### src/rtl/mit_pkg.sv
package mit_pkg;

   // Buffered rapid-succession image slots; no figure given, plain default
   localparam int unsigned MIT_MAX_IMAGES_DEF = 4;
   localparam int unsigned MIT_SYNC_STAGES    = 3;
   localparam logic        MIT_READY_RST      = 1'b0;
   localparam logic        MIT_ERROR_RST      = 1'b0;

   typedef enum logic [1:0]
   {
      MIT_ACQ_READY  = 2'b00,
      MIT_ACQ_EXPOSE = 2'b01,
      MIT_ACQ_LOAD   = 2'b11
   } mit_acq_t;

   typedef enum logic [1:0]
   {
      MIT_PROC_IDLE = 2'b00,
      MIT_PROC_XFER = 2'b01,
      MIT_PROC_CONV = 2'b11,
      MIT_PROC_MEAS = 2'b10
   } mit_proc_t;

endpackage : mit_pkg

### src/rtl/mit_buf_if.sv
`timescale 1ns/1ps
`default_nettype none

interface mit_buf_if;
   logic img_ready;
   logic img_take;
   logic busy;
   logic done;

   modport acq
   (
      output img_ready,
      input  img_take,
      input  busy,
      input  done
   );

   modport proc
   (
      input  img_ready,
      output img_take,
      output busy,
      output done
   );
endinterface : mit_buf_if

`default_nettype wire

### src/rtl/mit_proc_seq.sv
`timescale 1ns/1ps
`default_nettype none

module mit_proc_seq
   import mit_pkg::*;
(
   input  wire logic sys_clk,
   input  wire logic reset_n,
   mit_buf_if.proc   buf_bus,
   output logic      xfer_start,
   input  wire logic xfer_done_in,
   output logic      conv_start,
   input  wire logic conv_done_in,
   output logic      meas_start,
   input  wire logic meas_done_in
);

   typedef struct packed
   {
      mit_proc_t ph;
      logic      take;
      logic      xfer;
      logic      conv;
      logic      meas;
      logic      done;
   } mit_seq_state_t;

   mit_seq_state_t st;
   mit_seq_state_t next_st;

   always_comb
   begin
      next_st      = st;
      next_st.take = 1'b0;
      next_st.xfer = 1'b0;
      next_st.conv = 1'b0;
      next_st.meas = 1'b0;
      next_st.done = 1'b0;
      case (st.ph)
         MIT_PROC_IDLE:
         begin
            if (buf_bus.img_ready)
            begin
               next_st.take = 1'b1;
               next_st.xfer = 1'b1; // RULE11
               next_st.ph   = MIT_PROC_XFER;
            end
         end
         MIT_PROC_XFER:
         begin
            if (xfer_done_in)
            begin
               next_st.conv = 1'b1; // RULE11
               next_st.ph   = MIT_PROC_CONV;
            end
         end
         MIT_PROC_CONV:
         begin
            if (conv_done_in)
            begin
               next_st.meas = 1'b1; // RULE11
               next_st.ph   = MIT_PROC_MEAS;
            end
         end
         MIT_PROC_MEAS:
         begin
            if (meas_done_in)
            begin
               next_st.done = 1'b1;
               next_st.ph   = MIT_PROC_IDLE;
            end
         end
         default:
         begin
            next_st.ph = MIT_PROC_IDLE;
         end
      endcase
   end

   always_ff @(posedge sys_clk)
   begin
      if (!reset_n)
      begin
         st <= '{ph: MIT_PROC_IDLE, default: 1'b0};
      end
      else
      begin
         st <= next_st;
      end
   end

   assign buf_bus.img_take = st.take;
   assign buf_bus.busy     = (st.ph != MIT_PROC_IDLE);
   assign buf_bus.done     = st.done;
   assign xfer_start       = st.xfer;
   assign conv_start       = st.conv;
   assign meas_start       = st.meas;

   property p_xfer_then_conv;
      @(posedge sys_clk) disable iff (!reset_n)
      (st.ph == MIT_PROC_XFER) && xfer_done_in |=> conv_start ##1 !conv_start;
   endproperty
   a_xfer_then_conv: assert property (p_xfer_then_conv) else $error("conversion did not follow transfer"); // RULE11

   property p_conv_then_meas;
      @(posedge sys_clk) disable iff (!reset_n)
      meas_start |-> $past(st.ph == MIT_PROC_CONV) && $past(conv_done_in);
   endproperty
   a_conv_then_meas: assert property (p_conv_then_meas) else $error("measurement began before conversion"); // RULE11

endmodule : mit_proc_seq

`default_nettype wire

### src/rtl/mit_trigger_top.sv
`timescale 1ns/1ps
`default_nettype none

// Notes on behaviour
// (RULE1) Overlap mode: ready returns once image loading ends, not processing.
// (RULE2) Camera acquisition of a new trigger runs while previous image is processed.
// (RULE3) Pulse exposure-done when camera exposure completes; length set by shutter.
// (RULE4) Ready goes active once the image sits fully in the camera buffer.
// (RULE5) Triggers accepted only while ready; controller waits for ready first.
// (RULE6) With all image slots used, ready stays low until current processing ends.
// (RULE7) Error output rises when a trigger arrives while ready is low.
// (RULE8) Fieldbus controller gates triggers on the trigger-ready status bit.
// (RULE9) Controller limits trigger rate; excess triggers may be skipped.
// (RULE10) No overlap for multi-camera, HDR, repeated unit, serial triggers, built-in light.
// (RULE11) Loaded image moves to main memory, then RGB conversion, then measurement.
// (RULE12) Ready drops on accepting a trigger until its image is loaded.
module mit_trigger_top
   import mit_pkg::*;
#(
   parameter int unsigned MAX_IMAGES = MIT_MAX_IMAGES_DEF
)
(
   input  wire logic sys_clk,
   input  wire logic reset_n,
   input  wire logic step_pin,
   input  wire logic cmd_trigger,
   input  wire logic exposure_pin,
   input  wire logic load_done_in,
   input  wire logic overlap_enable,
   input  wire logic multi_camera_flow,
   input  wire logic hdr_flow,
   input  wire logic repeated_unit_flow,
   input  wire logic serial_trigger_src,
   input  wire logic builtin_light,
   input  wire logic error_clear,
   output logic      ready,
   output logic      trigger_ready_status,
   output logic      error_out,
   output logic      exposure_start,
   output logic      exposure_done_out,
   output logic      overlap_active,
   output logic      xfer_start,
   input  wire logic xfer_done_in,
   output logic      conv_start,
   input  wire logic conv_done_in,
   output logic      meas_start,
   input  wire logic meas_done_in
);

   localparam int unsigned CW = $clog2(MAX_IMAGES + 1);
   localparam logic [CW-1:0] CNT_MAX = CW'(MAX_IMAGES);

   typedef struct packed
   {
      mit_acq_t                   acq;
      logic [MIT_SYNC_STAGES-1:0] step_sync;
      logic [MIT_SYNC_STAGES-1:0] exp_sync;
      logic                       step_lvl;
      logic                       exp_lvl;
      logic [CW-1:0]              count;
      logic                       full;
      logic                       err;
      logic                       exp_start;
      logic                       exp_done;
   } mit_top_state_t;

   mit_top_state_t st;
   mit_top_state_t next_st;

   mit_buf_if buf_bus ();

   logic ovl_ok;
   logic step_rise;
   logic exp_rise;
   logic trig;
   logic accept;
   logic loaded;

   // A filtered level only moves once the last two stages agree
   function automatic logic mit_rise(input logic [MIT_SYNC_STAGES-1:0] s, input logic lvl);
      mit_rise = (s[1] == s[2]) && s[2] && !lvl;
   endfunction : mit_rise

   assign ovl_ok = overlap_enable && !(multi_camera_flow || hdr_flow || repeated_unit_flow ||
                                       serial_trigger_src || builtin_light); // RULE10

   assign step_rise = mit_rise(st.step_sync, st.step_lvl);
   assign exp_rise  = mit_rise(st.exp_sync, st.exp_lvl);
   assign trig      = step_rise || cmd_trigger;
   assign loaded    = (st.acq == MIT_ACQ_LOAD) && load_done_in;

   // Without overlap the whole chain must drain before the next trigger
   always_comb
   begin
      if (st.acq != MIT_ACQ_READY)
      begin
         ready = 1'b0; // RULE12
      end
      else if (ovl_ok)
      begin
         ready = !st.full && (st.count < CNT_MAX); // RULE1 RULE6
      end
      else
      begin
         ready = (st.count == '0) && !buf_bus.busy; // RULE10
      end
   end

   assign accept = trig && ready; // RULE5

   always_comb
   begin
      next_st           = st;
      next_st.exp_start = 1'b0;
      next_st.exp_done  = 1'b0;
      next_st.step_sync = {st.step_sync[MIT_SYNC_STAGES-2:0], step_pin};
      next_st.exp_sync  = {st.exp_sync[MIT_SYNC_STAGES-2:0], exposure_pin};
      if (st.step_sync[1] == st.step_sync[2])
      begin
         next_st.step_lvl = st.step_sync[2];
      end
      if (st.exp_sync[1] == st.exp_sync[2])
      begin
         next_st.exp_lvl = st.exp_sync[2];
      end
      case (st.acq)
         MIT_ACQ_READY:
         begin
            if (accept)
            begin
               next_st.exp_start = 1'b1; // RULE2
               next_st.acq       = MIT_ACQ_EXPOSE;
            end
         end
         MIT_ACQ_EXPOSE:
         begin
            if (exp_rise)
            begin
               next_st.exp_done = 1'b1; // RULE3
               next_st.acq      = MIT_ACQ_LOAD;
            end
         end
         MIT_ACQ_LOAD:
         begin
            if (load_done_in)
            begin
               next_st.acq = MIT_ACQ_READY; // RULE4
            end
         end
         default:
         begin
            next_st.acq = MIT_ACQ_READY;
         end
      endcase
      // Slot count: loaded images in, images moved to main memory out
      if (loaded && !buf_bus.img_take)
      begin
         next_st.count = st.count + CW'(1);
      end
      else if (!loaded && buf_bus.img_take && (st.count != '0))
      begin
         next_st.count = st.count - CW'(1);
      end
      // Freeing a slot is not enough; the running measurement must finish
      if (loaded && (next_st.count == CNT_MAX))
      begin
         next_st.full = 1'b1; // RULE6
      end
      else if (buf_bus.done)
      begin
         next_st.full = 1'b0; // RULE6
      end
      // An early trigger wins over a clear in the same cycle
      if (trig && !ready)
      begin
         next_st.err = 1'b1; // RULE7
      end
      else if (error_clear)
      begin
         next_st.err = 1'b0;
      end
   end

   always_ff @(posedge sys_clk)
   begin
      if (!reset_n)
      begin
         st <= '{acq: MIT_ACQ_READY, count: '0, err: MIT_ERROR_RST, default: '0};
      end
      else
      begin
         st <= next_st;
      end
   end

   assign buf_bus.img_ready    = (st.count != '0);
   assign trigger_ready_status = ready; // RULE8
   assign error_out            = st.err;
   assign exposure_start       = st.exp_start;
   assign exposure_done_out    = st.exp_done;
   assign overlap_active       = ovl_ok;

   mit_proc_seq u_proc
   (
      .sys_clk      (sys_clk),
      .reset_n      (reset_n),
      .buf_bus      (buf_bus.proc),
      .xfer_start   (xfer_start),
      .xfer_done_in (xfer_done_in),
      .conv_start   (conv_start),
      .conv_done_in (conv_done_in),
      .meas_start   (meas_start),
      .meas_done_in (meas_done_in)
   );

   property p_drop_on_accept;
      @(posedge sys_clk) disable iff (!reset_n)
      accept |=> !ready throughout (st.acq != MIT_ACQ_READY);
   endproperty
   a_drop_on_accept: assert property (p_drop_on_accept) else $error("ready stayed high after a trigger"); // RULE12

   property p_start_needs_ready;
      @(posedge sys_clk) disable iff (!reset_n)
      exposure_start |-> $past(ready) && $past(trig);
   endproperty
   a_start_needs_ready: assert property (p_start_needs_ready) else $error("acquisition began without ready"); // RULE5

   property p_exposure_pulse;
      @(posedge sys_clk) disable iff (!reset_n)
      (st.acq == MIT_ACQ_EXPOSE) && exp_rise |=> exposure_done_out ##1 !exposure_done_out;
   endproperty
   a_exposure_pulse: assert property (p_exposure_pulse) else $error("exposure-done pulse missing"); // RULE3

   property p_ready_after_load;
      @(posedge sys_clk) disable iff (!reset_n)
      loaded && ovl_ok && !st.full && (st.count < CNT_MAX - CW'(1)) && !buf_bus.done
         |=> ready || $past(buf_bus.img_take) || !ovl_ok;
   endproperty
   a_ready_after_load: assert property (p_ready_after_load) else $error("ready not raised after load"); // RULE4 RULE1

   property p_err_on_early;
      @(posedge sys_clk) disable iff (!reset_n)
      trig && !ready |=> error_out [*2];
   endproperty
   a_err_on_early: assert property (p_err_on_early) else $error("early trigger did not flag error"); // RULE7

   property p_full_holds;
      @(posedge sys_clk) disable iff (!reset_n)
      st.full && !buf_bus.done |=> !ready;
   endproperty
   a_full_holds: assert property (p_full_holds) else $error("ready rose with image slots exhausted"); // RULE6

   property p_no_overlap;
      @(posedge sys_clk) disable iff (!reset_n)
      !ovl_ok && (buf_bus.busy || buf_bus.img_ready) |-> !ready;
   endproperty
   a_no_overlap: assert property (p_no_overlap) else $error("overlap used where not allowed"); // RULE10

   property p_overlap_ready;
      @(posedge sys_clk) disable iff (!reset_n)
      ovl_ok && buf_bus.busy && (st.acq == MIT_ACQ_READY) && !st.full && (st.count < CNT_MAX) |-> ready;
   endproperty
   a_overlap_ready: assert property (p_overlap_ready) else $error("ready held off during processing"); // RULE2

   c_overlap_accept: cover property (@(posedge sys_clk) disable iff (!reset_n) accept && buf_bus.busy);
   c_slots_full: cover property (@(posedge sys_clk) disable iff (!reset_n) $rose(st.full));
   c_early_trigger: cover property (@(posedge sys_clk) disable iff (!reset_n) trig && !ready);
   c_full_release: cover property (@(posedge sys_clk) disable iff (!reset_n) st.full ##1 !st.full ##[1:20] accept);

endmodule : mit_trigger_top

`default_nettype wire

### config.mk
export PLATFORM = sky130hd
export DESIGN_NAME = mit_trigger_top
export DESIGN_NICKNAME = d
export VERILOG_FILES = /design/src/rtl/mit_pkg.sv /design/src/rtl/mit_buf_if.sv /design/src/rtl/mit_proc_seq.sv /design/src/rtl/mit_trigger_top.sv
export SDC_FILE = /design/constraint.sdc
export NUM_CORES = 1
export LEC_CHECK = 0
export BUFFER_PORTS_ARGS = -buffer_cell sky130_fd_sc_hd__buf_2
export CAP_MARGIN = 5
export CORE_UTILIZATION = 45
export DETAILED_ROUTE_END_ITERATION = 12
export PLACE_DENSITY = 0.7
export SYNTH_ARGS = -nofsm -noshare
export SYNTH_HDL_FRONTEND = slang
export SYNTH_SLANG_ARGS = --single-unit
### constraint.sdc
create_clock -name sys_clk -period 3.3 [get_ports sys_clk]
set_input_delay 0.66 -clock sys_clk [delete_from_list [all_inputs] [get_ports sys_clk]]
set_output_delay 0.66 -clock sys_clk [all_outputs]
set_load 0.01 [all_outputs]
==> metrics.md <==
| Metric | Value |
|---|---|
| Bufs and invs on worst path | 3 |
| Antenna violations before repair | 0 |
| Max-capacitance violation count | 0 |
| Buffer count from post-CTS setup fixing | 0 |
| Drt first-iter violations | 6 |
| Area added between synthesis and finish | 17.2% |
| Number of primary I/O pins | 25 |
| Share of layout cells above drive strength 1 | 22.5% |
| Final Cycle Share | 86.4% |
| Count of TritonRoute iterations in the first routing pass | 4 |
| Fin area | 1130 um2 |
| Clock-pin transition on the worst setup and hold timing paths | 0.12 ns |
| Synth area leaders | sky130_fd_sc_hd__dfxtp_1 48%, sky130_fd_sc_hd__ha_1 6.5%, sky130_fd_sc_hd__and2_1 5.2% |
| Largest net degree at the start of global routing | 15 |
| Combinational Power Share | 11.5% |
| Deepest level of the CTS H-tree | 1 |
| First-pass GRT wire length | 2900 um |
| Net Count, Synth | 125 |
| Via count of the first global-routing pass | 724 |
| Max VDD drop | 0.251 mV |
| Initial Util | 48.5% |
| Fin nets | 151 |
| Overall Global Routing Usage | 18.4% |
| Core area | 1980 um2 |
| Post-Route WL | 1760 um |
| Crit path max fanout | 3 |
| Final count of negative-setup-slack endpoints | 0 |
| Area used by multi-input combinational logic | 460 um2 |
| Final Hold Viols | 0 |
| Root buf cell | sky130_fd_sc_hd__clkbuf_4 |
| Required time of the critical path | 2.64 ns |
| Type of the worst setup path | primary input to output pin |
| Register cell area after layout | 460 um2 |
| Final Max Tran Viols | 0 |
| Half-perimeter wire length of the detailed placement result | 1320 um |
| Number of antenna repair diodes | 0 |
| Most frequent cell on the critical path | sky130_fd_sc_hd__buf_2 |
| Seq pwr share | 62.1% |
| Die W | 48.2 um |
| Proportion of netlist area held by the largest area contributor | 47.9% |
| Tightest hold margin | 0.450 ns |
| Unrepaired setup endpoints after global routing | no |
| Capturing element type of the critical path | output pin |
| FF+latch count, synth | 23 |
| Total chip power | 0.476 mW |
| CTS tree | built |
| Critical Path AT | 2.19 ns |
| Weighted congestion reported at the end of routability-driven placement | 0.718 |
| Total of fill cells in the finished design | 181 |
| Post-place instance area | 1100 um2 |
| Number of buffers between clock root and the deepest sink | 2 |
| Via-per-instance ratio | 5.21 |
| Post_cts resized | 0 |
| Die Outline Area | 2330 um2 |
| Cell at the slowest stage of the critical path | sky130_fd_sc_hd__or4_4 |
| Static leakage | 0.516 nW |
| Die height | 48.2 um |
| Standard-cell row count | 16 |
| Proportion of total power due to net switching | 24.3% |
| Run status | finished clean |
| Max-slew headroom at the worst pin | 71.6% |
| Final antenna-violating net count | 0 |
| DR vias | 813 |
| Peak Freq | 351 MHz |
| Type of element launching the critical path | primary input |
| Count of buffers inserted at the top-level ports | 24 |
| Final critical delay including setup and external delays | 2.85 ns |
| Critical path's largest stage delay | 0.53 ns |
| Netlist cell types | 37 |
| Delay-heaviest family, CP | simple AND/OR/NAND/NOR gates |
| Mean Syn Cell Area | 9.25 um2 |
| Worst min-delay path category | flop to flop |
| Switching pwr | 0.116 mW |
| Synth Instances | 104 |
| Top cell type by total area after synthesis | sky130_fd_sc_hd__dfxtp_1 |
| Post-synthesis instance area | 962 um2 |
| Sequential area share after synthesis | 47.9% |
| Actual slew at the worst max-slew pin | 0.421 ns |
| Synth Warn # | 0 |
| Routed len/inst | 11.3 um |
| Ordered cell list for the critical path | buf_2 > or4_4 > or4_1 > a211o_1 > inv_2 > buf_2 |
| Summed negative setup slack over all endpoints | 0 ns |
| Pwr/cell area | 422 nW/um2 |
| Internal Pwr Total | 0.360 mW |
| Number of buffers added by the clock tree synthesis step | 3 |
| Clock power frac | 26.4% |
| Post-CTS Hold Fix Bufs | 0 |
| Clock Latency Late Sink | 0.30 ns |
| DRC errors left | 0 |
| Total global routing overflow | 0 |
| Number of sinks handled by clock tree synthesis | 23 |
| Fin Clk Skew | 0.00136 ns |
[worst paths after layout]
path / startpoint / cells past startpoint / to / slack (ns)
max: hdr_flow / 6 / trigger_ready_status / 0.45
min: next_st[10] / 1 / next_st[11] / 0.45
max reg2reg: st[5] / 7 / error_out / 1.57
min reg2reg: next_st[10] / 1 / next_st[11] / 0.45
[power by group through the flow]
stage	Sequential, mW	Combinational [mW]	Clock, mW
3_3_place_gp	0.301	0.0539	0
5_1_grt	0.297	0.0617	0.143
6_report	0.295	0.0547	0.126
3_5_place_dp	0.302	0.0548	0
4_1_cts	0.295	0.0553	0.130
2_1_floorplan	0.301	0.0353	0
[metrics by stage]
step,setup slack [ns],cells,util (%)
6_report,0.449,156,56.9
5_1_grt,0.362,156,56.9
4_1_cts,0.447,156,56.9
3_5_place_dp,0.446,152,55.6
3_3_place_gp,0.452,152,55.6
2_1_floorplan,0.556,104,-
[flip-flops by register name (all words and copies together) (netlist names)]
signal / cells
u_proc.st: 2
u_proc.meas_start: 1
exposure_start: 1
u_proc.buf_bus.done: 1
next_st: 4
error_out: 1
u_proc.buf_bus.img_take: 1
st: 10
u_proc.conv_start: 1
exposure_done_out: 1
[logic make-up after synthesis]
logic type / count (synthesis) / share of synthesized area, %
adders and majority gates: 5 / 6.50
muxes: 2 / 2.08
DFF: 23 / 47.9
AOI/OAI and AO/OA: 19 / 14.0
buffers and inverters: 10 / 4.29
and+or+nand+nor: 45 / 25.2
[synth_stat cells (all sizes together)]
library cell   n
nand4          1
a22o           1
o221ai         1
o2111ai        1
a221oi         1
and2           8
o22ai          1
nand2b         2
ha             5
or4            2
a21o           2
or3            1
o21a           1
nor3           4
nor2b          2
o21ai          6
clkbuf         2
nor4b          1
a211o          1
nand3          2
and3           2
buf            1
nor2          12
o311ai         1
nor4           1
a41o           1
nand3b         1
a21oi          1
a311oi         1
nand2          5
nor3b          1
dfxtp         23
inv            7
mux2i          2
[final cells by class]
class	count	area share, %
Sequential cell	23	40.8
Multi-Input combinational cell	71	40.8
Timing Repair Buffer	24	10.7
Tap cell	27	3.00
Clock buffer	4	2.33
Inverter	7	2.33
[layer usage]
| metal | up-vias | track usage, % | share of wire [%] |
|---|---|---|---|
| li1 | 419 | - | - |
| met1 | 370 | 21.9 | 46 |
| met2 | 22 | 30.7 | 49 |
| met3 | 2 | 6.67 | 5.0 |
| met4 | 0 | 6.11 | 0.57 |
| met5 | - | 0 | 0 |
[layout by cell type (no fill, tap or decap), drive strengths merged, types with 4 or more instances in the layout]
| master | n |
|---|---|
| buf | 24 |
| dfxtp | 23 |
| nor2 | 12 |
| and2 | 8 |
| inv | 7 |
| o21ai | 6 |
| nand2 | 5 |
| ha | 5 |
| nor3 | 4 |
| clkbuf | 4 |
[worst register-to-register path, cell delays in order (launching register included)]
cell,delay (ns)
sky130_fd_sc_hd__dfxtp_1,0.37
sky130_fd_sc_hd__inv_1,0.12
sky130_fd_sc_hd__ha_1,0.19
sky130_fd_sc_hd__nor2b_1,0.29
sky130_fd_sc_hd__o2111ai_1,0.17
sky130_fd_sc_hd__a211o_1,0.35
sky130_fd_sc_hd__inv_2,0.07
sky130_fd_sc_hd__o21ai_1,0.06
Note: power is estimated with default switching activity, not from simulation.
